<file path="src/lgs_pkg.sv">
// Constants, field layouts and types of the LED gradation sequencer
package lgs_pkg;

  // Channel, group and slot counts
  localparam int NUM_CH = 24;
  localparam int NUM_GRP = 4;
  localparam int NUM_SLOT = 64;
  localparam int NUM_BANK = 2;
  localparam logic [5:0] FIRST_SLOT = 6'h00;
  localparam logic [5:0] LAST_SLOT = 6'h3F;
  localparam logic [4:0] FIRST_CH = 5'h00;
  localparam logic [4:0] LAST_CH = 5'h17;

  // Group selector codes
  localparam logic [1:0] SEL_OFF = 2'h0;
  localparam logic [1:0] SEL_L1 = 2'h1;
  localparam logic [1:0] SEL_L2 = 2'h2;
  localparam logic [1:0] SEL_L3 = 2'h3;

  // Register byte addresses
  localparam logic [11:0] ADDR_CTRL = 12'h000;
  localparam logic [11:0] ADDR_DUR = 12'h004;
  localparam logic [11:0] ADDR_STAT = 12'h008;
  localparam logic [11:0] ADDR_GRID_BASE = 12'h100;
  localparam logic [11:0] ADDR_GRID_END = 12'h200;
  localparam logic [11:0] ADDR_CHAN_BASE = 12'h200;
  localparam logic [11:0] ADDR_CHAN_END = 12'h380;

  // Channel word kinds
  localparam logic [1:0] CW_CFG = 2'h0;
  localparam logic [1:0] CW_LVL1 = 2'h1;
  localparam logic [1:0] CW_LVL2 = 2'h2;
  localparam logic [1:0] CW_LVL3 = 2'h3;

  // Slot duration
  localparam int DUR_W = 16;
  localparam logic [DUR_W-1:0] DUR_RST = 16'h0000;
  localparam logic [DUR_W-1:0] DUR_ONE = 16'h0001;

  // Stagger timing
  localparam int STAGGER_NS = 50;
  localparam int SYS_CLK_MHZ = 40;
  localparam int STAG_CYC_INT = (STAGGER_NS * SYS_CLK_MHZ + 999) / 1000;
  localparam logic [3:0] STAG_CYC = 4'(STAG_CYC_INT < 1 ? 1 : STAG_CYC_INT);

  // Control register, bit 0 is sequenceEnable
  typedef struct packed {
    logic accessBank;
    logic executingBankSelect;
    logic staggerDisable;
    logic sequenceRepeatSelect;
    logic sequenceEnable;
  } lgs_ctrl_t;
  localparam lgs_ctrl_t CTRL_RST = 5'h00;

  // Per-channel configuration of one bank
  typedef struct packed {
    logic channelOutputEnable;
    logic [1:0] channelGroupSelect;
    logic [5:0] presetLevel1;
    logic [5:0] presetLevel2;
    logic [5:0] presetLevel3;
  } lgs_chan_t;
  localparam lgs_chan_t CHAN_RST = 21'h000000;

  // Status register bit positions
  localparam int STAT_SLOT_LSB = 0;
  localparam int STAT_BANK = 6;
  localparam int STAT_RUN = 7;
  localparam int STAT_HOLD = 8;

  typedef enum logic [1:0] {SEQ_IDLE, SEQ_RUN, SEQ_HOLD} lgs_state_t;

endpackage

</file>
<file path="src/lgs_sequencer.sv">
// LED gradation sequencer with AHB-Lite register slave
//
// Implementation choices: the register offsets and the AHB-Lite slave port.
`timescale 1ns/1ps
module lgs_sequencer
  import lgs_pkg::*;
(
  // Clock and reset
  input wire logic sys_clk,
  input wire logic rstn,
  // AHB-Lite slave
  input wire logic hsel,
  input wire logic [31:0] haddr,
  input wire logic [1:0] htrans,
  input wire logic hwrite,
  input wire logic [2:0] hsize,
  input wire logic [31:0] hwdata,
  input wire logic hready,
  output logic [31:0] hrdata,
  output logic hreadyout,
  output logic hresp,
  // Pins
  input wire logic outputEnableN,
  input wire logic ext_timebase_in,
  // LED drive
  output logic [NUM_CH-1:0] ledOn,
  output logic [NUM_CH-1:0][5:0] ledLevel,
  output logic [NUM_CH-1:0] ledDriveEn
);

  // Configuration storage
  lgs_ctrl_t ctrl_r;
  logic [DUR_W-1:0] slotDuration_r;
  logic [7:0] gridSlot_r [NUM_BANK][NUM_SLOT];
  lgs_chan_t chanCfg_r [NUM_BANK][NUM_CH];

  // Bus state
  logic wrPend_r;
  logic [11:0] wrAddr_r;
  logic [31:0] hrdata_r;
  logic hreadyout_r;
  logic hresp_r;
  logic [31:0] rdMux;
  logic addrOk;
  logic accept;

  // Pin synchronisers
  logic oeS1_r;
  logic oeS2_r;
  logic tbS1_r;
  logic tbS2_r;
  logic tbS3_r;
  logic tbEdge;

  // Sequencer state
  lgs_state_t state_r;
  logic [5:0] slot_r;
  logic execBank_r;
  logic [DUR_W-1:0] durCnt_r;
  logic startCond;
  logic startEv;
  logic stopEv;
  logic slotEnd;
  logic seqEvent;

  // Stagger state
  logic stagBusy_r;
  logic [4:0] stagIdx_r;
  logic [3:0] stagCnt_r;

  // Per-channel targets
  logic [NUM_CH-1:0] tgtOn;
  logic [NUM_CH-1:0][5:0] tgtLevel;

  // Output flops
  logic [NUM_CH-1:0] ledOn_r;
  logic [NUM_CH-1:0][5:0] ledLevel_r;
  logic [NUM_CH-1:0] ledDriveEn_r;

  // Address phase decode
  assign accept = hsel & hready & htrans[1];
  assign addrOk = (haddr[31:12] == 20'h00000) & (haddr[1:0] == 2'h0);

  // Read multiplexer, access bank view
  always_comb begin
    logic [11:0] a;
    logic [11:0] off;
    lgs_chan_t c;
    a = haddr[11:0];
    off = 12'h000;
    c = CHAN_RST;
    rdMux = 32'h00000000;
    if (addrOk) begin
      if (a == ADDR_CTRL) begin
        rdMux = {27'h0000000, ctrl_r};
      end else if (a == ADDR_DUR) begin
        rdMux = {16'h0000, slotDuration_r};
      end else if (a == ADDR_STAT) begin
        rdMux[STAT_SLOT_LSB +: 6] = slot_r;
        rdMux[STAT_BANK] = execBank_r;
        rdMux[STAT_RUN] = (state_r == SEQ_RUN);
        rdMux[STAT_HOLD] = (state_r == SEQ_HOLD);
      end else if (a >= ADDR_GRID_BASE && a < ADDR_GRID_END) begin
        rdMux = {24'h000000, gridSlot_r[ctrl_r.accessBank][a[7:2]]};
      end else if (a >= ADDR_CHAN_BASE && a < ADDR_CHAN_END) begin
        off = a - ADDR_CHAN_BASE;
        c = chanCfg_r[ctrl_r.accessBank][off[8:4]];
        case (off[3:2])
          CW_CFG: rdMux = {29'h00000000, c.channelGroupSelect, c.channelOutputEnable};
          CW_LVL1: rdMux = {26'h0000000, c.presetLevel1};
          CW_LVL2: rdMux = {26'h0000000, c.presetLevel2};
          CW_LVL3: rdMux = {26'h0000000, c.presetLevel3};
          default: rdMux = 32'h00000000;
        endcase
      end
    end
  end

  // Bus pipeline: read data latched in address phase, write held to data phase
  always_ff @(posedge sys_clk or negedge rstn) begin
    if (!rstn) begin
      wrPend_r <= 1'b0;
      wrAddr_r <= 12'h000;
      hrdata_r <= 32'h00000000;
    end else begin
      wrPend_r <= accept & hwrite & addrOk;
      if (accept) begin
        wrAddr_r <= haddr[11:0];
        hrdata_r <= hwrite ? 32'h00000000 : rdMux;
      end
    end
  end

  // Zero wait states, always OKAY
  always_ff @(posedge sys_clk or negedge rstn) begin
    if (!rstn) begin
      hreadyout_r <= 1'b1;
      hresp_r <= 1'b0;
    end else begin
      hreadyout_r <= 1'b1;
      hresp_r <= 1'b0;
    end
  end

  // Control and duration registers
  always_ff @(posedge sys_clk or negedge rstn) begin
    if (!rstn) begin
      ctrl_r <= CTRL_RST;
      slotDuration_r <= DUR_RST;
    end else if (wrPend_r) begin
      if (wrAddr_r == ADDR_CTRL) begin
        ctrl_r <= hwdata[4:0];
      end
      if (wrAddr_r == ADDR_DUR) begin
        slotDuration_r <= hwdata[DUR_W-1:0];
      end
    end
  end

  // Bank storage, written into the access bank
  always_ff @(posedge sys_clk or negedge rstn) begin
    logic [11:0] off;
    if (!rstn) begin
      for (int b = 0; b < NUM_BANK; b++) begin
        for (int s = 0; s < NUM_SLOT; s++) begin
          gridSlot_r[b][s] <= 8'h00;
        end
        for (int ch = 0; ch < NUM_CH; ch++) begin
          chanCfg_r[b][ch] <= CHAN_RST;
        end
      end
    end else if (wrPend_r) begin
      off = wrAddr_r - ADDR_CHAN_BASE;
      if (wrAddr_r >= ADDR_GRID_BASE && wrAddr_r < ADDR_GRID_END) begin
        gridSlot_r[ctrl_r.accessBank][wrAddr_r[7:2]] <= hwdata[7:0];
      end
      if (wrAddr_r >= ADDR_CHAN_BASE && wrAddr_r < ADDR_CHAN_END) begin
        case (off[3:2])
          CW_CFG: begin
            chanCfg_r[ctrl_r.accessBank][off[8:4]].channelOutputEnable <= hwdata[0];
            chanCfg_r[ctrl_r.accessBank][off[8:4]].channelGroupSelect <= hwdata[2:1];
          end
          CW_LVL1: chanCfg_r[ctrl_r.accessBank][off[8:4]].presetLevel1 <= hwdata[5:0];
          CW_LVL2: chanCfg_r[ctrl_r.accessBank][off[8:4]].presetLevel2 <= hwdata[5:0];
          CW_LVL3: chanCfg_r[ctrl_r.accessBank][off[8:4]].presetLevel3 <= hwdata[5:0];
          default: ;
        endcase
      end
    end
  end

  // Pin synchronisers
  always_ff @(posedge sys_clk or negedge rstn) begin
    if (!rstn) begin
      oeS1_r <= 1'b1;
      oeS2_r <= 1'b1;
      tbS1_r <= 1'b0;
      tbS2_r <= 1'b0;
      tbS3_r <= 1'b0;
    end else begin
      oeS1_r <= outputEnableN;
      oeS2_r <= oeS1_r;
      tbS1_r <= ext_timebase_in;
      tbS2_r <= tbS1_r;
      tbS3_r <= tbS2_r;
    end
  end

  assign tbEdge = tbS2_r & ~tbS3_r;

  // Sequence events
  always_comb begin
    startCond = ~oeS2_r & ctrl_r.sequenceEnable;
    startEv = (state_r == SEQ_IDLE) & startCond;
    stopEv = (state_r != SEQ_IDLE) & ~startCond;
    slotEnd = (state_r == SEQ_RUN) & startCond & tbEdge & (durCnt_r <= DUR_ONE);
    seqEvent = startEv | stopEv | (slotEnd & ((slot_r != LAST_SLOT) |
               ctrl_r.sequenceRepeatSelect));
  end

  // Slot stepping
  always_ff @(posedge sys_clk or negedge rstn) begin
    if (!rstn) begin
      state_r <= SEQ_IDLE;
      slot_r <= FIRST_SLOT;
      execBank_r <= 1'b0;
      durCnt_r <= DUR_RST;
    end else begin
      case (state_r)
        SEQ_IDLE: begin
          if (startEv) begin
            state_r <= SEQ_RUN;
            slot_r <= FIRST_SLOT;
            execBank_r <= ctrl_r.executingBankSelect;
            durCnt_r <= slotDuration_r;
          end
        end
        SEQ_RUN: begin
          if (stopEv) begin
            state_r <= SEQ_IDLE;
          end else if (slotEnd) begin
            if (slot_r == LAST_SLOT) begin
              if (ctrl_r.sequenceRepeatSelect) begin
                slot_r <= FIRST_SLOT;
                execBank_r <= ctrl_r.executingBankSelect;
                durCnt_r <= slotDuration_r;
              end else begin
                state_r <= SEQ_HOLD;
              end
            end else begin
              slot_r <= slot_r + 6'h01;
              durCnt_r <= slotDuration_r;
            end
          end else if (tbEdge) begin
            durCnt_r <= durCnt_r - DUR_ONE;
          end
        end
        SEQ_HOLD: begin
          if (stopEv) begin
            state_r <= SEQ_IDLE;
          end
        end
        default: state_r <= SEQ_IDLE;
      endcase
    end
  end

  // Target current per channel from executing bank
  always_comb begin
    lgs_chan_t c;
    logic [7:0] g;
    logic [1:0] sel;
    c = CHAN_RST;
    g = 8'h00;
    sel = SEL_OFF;
    for (int ch = 0; ch < NUM_CH; ch++) begin
      c = chanCfg_r[execBank_r][ch];
      g = gridSlot_r[execBank_r][slot_r];
      sel = g[2*c.channelGroupSelect +: 2];
      tgtOn[ch] = (state_r != SEQ_IDLE) & c.channelOutputEnable & (sel != SEL_OFF);
      case (sel)
        SEL_L1: tgtLevel[ch] = c.presetLevel1;
        SEL_L2: tgtLevel[ch] = c.presetLevel2;
        SEL_L3: tgtLevel[ch] = c.presetLevel3;
        default: tgtLevel[ch] = 6'h00;
      endcase
    end
  end

  // Stagger walker, channel 0 first
  always_ff @(posedge sys_clk or negedge rstn) begin
    if (!rstn) begin
      stagBusy_r <= 1'b0;
      stagIdx_r <= FIRST_CH;
      stagCnt_r <= 4'h0;
    end else if (oeS2_r || seqEvent) begin
      stagBusy_r <= seqEvent & ~oeS2_r;
      stagIdx_r <= FIRST_CH;
      stagCnt_r <= 4'h0;
    end else if (stagBusy_r) begin
      if (ctrl_r.staggerDisable || (stagIdx_r == LAST_CH && stagCnt_r == STAG_CYC - 4'h1)) begin
        stagBusy_r <= 1'b0;
      end else if (stagCnt_r == STAG_CYC - 4'h1) begin
        stagCnt_r <= 4'h0;
        stagIdx_r <= stagIdx_r + 5'h01;
      end else begin
        stagCnt_r <= stagCnt_r + 4'h1;
      end
    end
  end

  // Output drive
  always_ff @(posedge sys_clk or negedge rstn) begin
    if (!rstn) begin
      ledOn_r <= '0;
      ledLevel_r <= '0;
      ledDriveEn_r <= '0;
    end else begin
      ledDriveEn_r <= {NUM_CH{~oeS2_r}};
      if (oeS2_r) begin
        ledOn_r <= '0;
      end else if (stagBusy_r) begin
        for (int ch = 0; ch < NUM_CH; ch++) begin
          if (ctrl_r.staggerDisable || stagIdx_r == 5'(ch)) begin
            ledOn_r[ch] <= tgtOn[ch];
            ledLevel_r[ch] <= tgtLevel[ch];
          end
        end
      end
    end
  end

  assign hrdata = hrdata_r;
  assign hreadyout = hreadyout_r;
  assign hresp = hresp_r;
  assign ledOn = ledOn_r;
  assign ledLevel = ledLevel_r;
  assign ledDriveEn = ledDriveEn_r;

endmodule

</file>
<file path="config.mk">
export PLATFORM = sky130hd
export DESIGN_NAME = lgs_sequencer
export DESIGN_NICKNAME = d
export VERILOG_FILES = /design/src/lgs_pkg.sv /design/src/lgs_sequencer.sv
export SDC_FILE = /design/constraint.sdc
export NUM_CORES = 2
export LEC_CHECK = 0
export BUFFER_PORTS_ARGS = -buffer_cell sky130_fd_sc_hd__buf_4
export CAP_MARGIN = 10
export CORE_MARGIN = 5
export CORE_UTILIZATION = 55
export CTS_CLUSTER_DIAMETER = 100
export DETAILED_ROUTE_END_ITERATION = 10
export PLACE_DENSITY_LB_ADDON = 0.05
export SYNTH_ARGS = -nofsm -noshare
export SYNTH_HDL_FRONTEND = slang
export SYNTH_SLANG_ARGS = --single-unit
</file>
<file path="constraint.sdc">
create_clock -name sys_clk -period 5.6 [get_ports sys_clk]
set_clock_uncertainty 0.05 [all_clocks]
set_input_delay 0.28 -clock sys_clk [delete_from_list [all_inputs] [get_ports sys_clk]]
set_output_delay 0.28 -clock sys_clk [all_outputs]
set_load 0.02 [all_outputs]
</file>
==> impl_metrics.csv <==
group,metric,value,unit
global_route,grt_pass1_vias,91492,
critical_path,crit_family,"compound AO/OA/AOI/OAI gates",
clocking,cts_setup_buffers,0,
sta,fmax,193.5,MHz
critical_path,slowest_stage,"dfrtp_4",
routing,drc,0,
pwr,ir_drop,0.0003700,V
yosys,synth_edf_count,0,
clocking,cts-root-buf,"clkbuf_16",
critical_path,reg2reg_depth,11,
yosys,synth_area,126300,um2
sta,tns,0,ns
cells_and_area,final_nets,9914,
sta,worst-slew-pin-transition,1.259,ns
cells_and_area,area_growth_syn_to_layout,12.89,%
critical_path,critical_path_required,6.34,ns
sta,rsz0062_at_grt,"false",
die,die_h,489.1,um
place,place_area,133200,um2
routing,wirelength,443900,um
clocking,cts-buffers-inserted,280,
cells_and_area,drive_above_1_share,0.4002,
global_route,grt_first_pass_wirelength,651400,um
clocking,postCtsResizedCells,0,
sta,fin_hold_ws,0.1087,ns
pwr,power.leakage,64.48,nW
routing,wire_per_inst,34.10,um
place,portBuffers,263,
sta,final-setup-viol-count,0,
die,dieArea,239200,um2
clocking,clockBufferDepth,4,
pwr,total_power,45.60,mW
routing,postRouteAntennaNets,0,
routing,dr_total_vias,91698,
critical_path,ff2ff_setup_slack,0.43,ns
clocking,clk_pin_slew,0.06,ns
sta,slew_violations,0,
die,start_util,0.5539,
global_route,overflow,0,
clocking,worstSkewPairLatency,0.93,ns
yosys,synth.area.top_cells,"dfrtp_1, mux4_2, mux2_2",
routing,via_per_inst,7.043,
critical_path,max_stage_delay,0.92,ns
critical_path,worst-path-buf-inv,2,
yosys,yosys.area.top_type_share,0.4537,
yosys,ys_seq_elements,2291,
critical_path,r2r-end,"ledLevel[125]",
yosys,ys_warn_count,0,
routing,drtIter0Drc,10248,
sta,maxSlewHeadroom,0.1588,
die,die_w,489.1,um
place,finalWeightedCongestion,0.9457,
sta,post-route-period-util,0.9229,
yosys,yosys.area.top_type,"dfrtp_1",
pwr,p_per_area,319.9,nW/um2
global_route,grt_use_total,0.3695,
yosys,synth-main-ff-cell,"dfrtp_1",
yosys,synth_cell_types,89,
global_route,antenna_found_initial,20,
clocking,cts-htree-levels,5,
yosys,yosysSeqAreaShare,0.4541,
critical_path,path_max_fanout,42,
die,pin_count,302,
sta,finalCriticalPeriod,5.168,ns
status,status,"finished, final reports clean",
critical_path,crit_path_start,"execBank_r",
die,placementRows,175,
yosys,synth_cells,9615,
critical_path,path_depth,11,
yosys,avgSynthCellArea,13.13,um2
job,cap_violations,0,
critical_path,r2r-start,"execBank_r",
cells_and_area,fin_area,142500,um2
critical_path,critPathArrivalTime,5.91,ns
place,place_hpwl,300700,um
critical_path,critPathLaunchType,"flip-flop",
hold_path,hold_class,"input pin to flip-flop",
clocking,cts_tree,"done",
critical_path,worstPathCellList,"buf_12 > mux4_2 > a22o_1 > a2111oi_2 > a21oi_1 > o22a_2 > buf_12 > a221oi_4 > or2_1 > mux4_2 > a221o_1",
critical_path,end_kind,"flip-flop",
yosys,async_flop_share,1.000,
critical_path,endpoint,"ledLevel[125]",
sta,finalHoldViolCount,0,
die,fp.coreArea,227900,um2
routing,first_pass_iters,6,
clocking,clkSinkCount,2291,
global_route,grt_max_degree,158,
critical_path,crit_type,"flip-flop to flip-flop",
-- final cells by class --
cell class / instances / area [um2]
sequential: 2291 / 57350
clock inverter: 59 / 747.0
multi-input combinational: 6418 / 65100
tap: 3009 / 3765
clock buffer: 402 / 8198
antenna: 6 / 15.01
inverter: 64 / 240.2
fill: 17226 / 85410
timing repair buffer: 771 / 7117
-- power breakdown --
part,total [mW],switching (mW),leakage [nW],internal (mW)
Clock,18.0,7.16,4.42,10.9
Sequential,17.3,0.475,30.0,16.8
Combinational,10.3,6.48,30.1,3.81
Total,45.6,14.1,64.5,31.5
-- sequential cells by signal, summed over array words and instances (netlist names), 4 cells and up --
signal          cells
slot_r              6
durCnt_r           16
ledOn              24
ctrl_r              5
chanCfg_r        1008
ledLevel          144
stagIdx_r           5
gridSlot_r       1024
hrdata             16
slotDuration_r     16
wrAddr_r           12
stagCnt_r           4
-- worst reg2reg max path: stages, from the launching register on --
cell and delay [ns]:
dfrtp_4 0.92, buf_12 0.42, mux4_2 0.55, a22o_1 0.30
a2111oi_2 0.44, a21oi_1 0.21, o22a_2 0.47, buf_12 0.28
a221oi_4 0.29, or2_1 0.37, mux4_2 0.42, a221o_1 0.35
-- kinds of logic (layout without fill, tap and decap cells) --
group                    after synthesis  after routing  synth area share
adder cells (fa/ha/maj)               12             12          0.001189
other                                  2             24        0.00005948
AND/OR/NAND/NOR                     1496           1496           0.05500
flip-flops                          2291           2291            0.4541
multiplexers                        3138           3138            0.3614
buffers and inverters                922           1296           0.03218
XOR/XNOR                               5              5         0.0003469
AO/OA/AOI/OAI                       1749           1749           0.09569
-- per-layer routing --
layer / vias up / wire length [um] / track usage
met2: 4849 / 202900 / 0.5666
met3: 1115 / 39540 / 0.07210
li1: 37252 / - / -
met1: 48464 / 173400 / 0.5070
met5: - / 94 / 0
met4: 18 / 28070 / 0.1881
-- synth_stat cells, drive strengths merged, types with 4 or more instances --
cell / number
dfrtp: 2289
mux2: 1747
mux4: 961
clkbuf: 599
nand2: 563
o21ai: 501
nor2: 452
mux2i: 430
a21oi: 406
a21o: 299
buf: 251
nor4: 181
a221o: 146
a22o: 68
inv: 64
a22oi: 59
nand3: 54
a211oi: 46
o221ai: 44
nand2b: 42
nor2b: 37
o22ai: 37
a221oi: 36
nor3: 35
or2: 29
and3: 22
and2b: 20
nand4: 19
o31ai: 16
o21a: 15
a2111oi: 13
ha: 12
a31oi: 10
and2: 8
dlygate4sd1: 8
nand3b: 7
o221a: 7
a2111o: 6
nor3b: 6
o211ai: 6
o22a: 6
or3: 6
and3b: 5
a2bb2oi: 4
-- through the flow --
stage,setup WS (ns),utilization,cells
final,0.4319,0.6253,13020
after global routing,0.3077,0.6253,13017
after CTS,0.4938,0.6252,13014
after detailed placement,0.5085,0.5845,12520
after global placement,0.5317,0.5845,12520
after floorplan,1.655,-,9631
-- how the worst min path moves through the flow --
stage | start | to | slack [ns] | depth (start not counted)
2_1_floorplan | rstn | chanCfg_r[0] | -0.07 | 0
3_3_place_gp | rstn | chanCfg_r[644] | 0.27 | 1
3_5_place_dp | rstn | chanCfg_r[644] | 0.26 | 1
4_1_cts | hwdata[12] | slotDuration_r[12] | 0.06 | 3
5_1_grt | hwdata[14] | slotDuration_r[14] | 0.09 | 3
6_report | hwdata[11] | slotDuration_r[11] | 0.11 | 3
-- layout by cell type, fill, tap and decap left out, types with 290 or more instances in the layout --
cell       synthesis  routed
nor2_1           408     406
clkbuf_16          0     290
mux2_2          1744    1744
a21oi_1          405     402
nand2_1          563     558
a21o_1           299     299
buf_4             71     634
mux4_2           957     957
dfrtp_1         2289    2284
o21ai_0          501     500
mux2i_1          430     430
-- what timing repair did --
item / in CTS / in global routing
hold buffers: 33 / 0
hold endpoints to repair: 622 / 0
endpoints found under the setup margin: 0 / 0
Note: power is estimated with default switching activity, not from simulation.
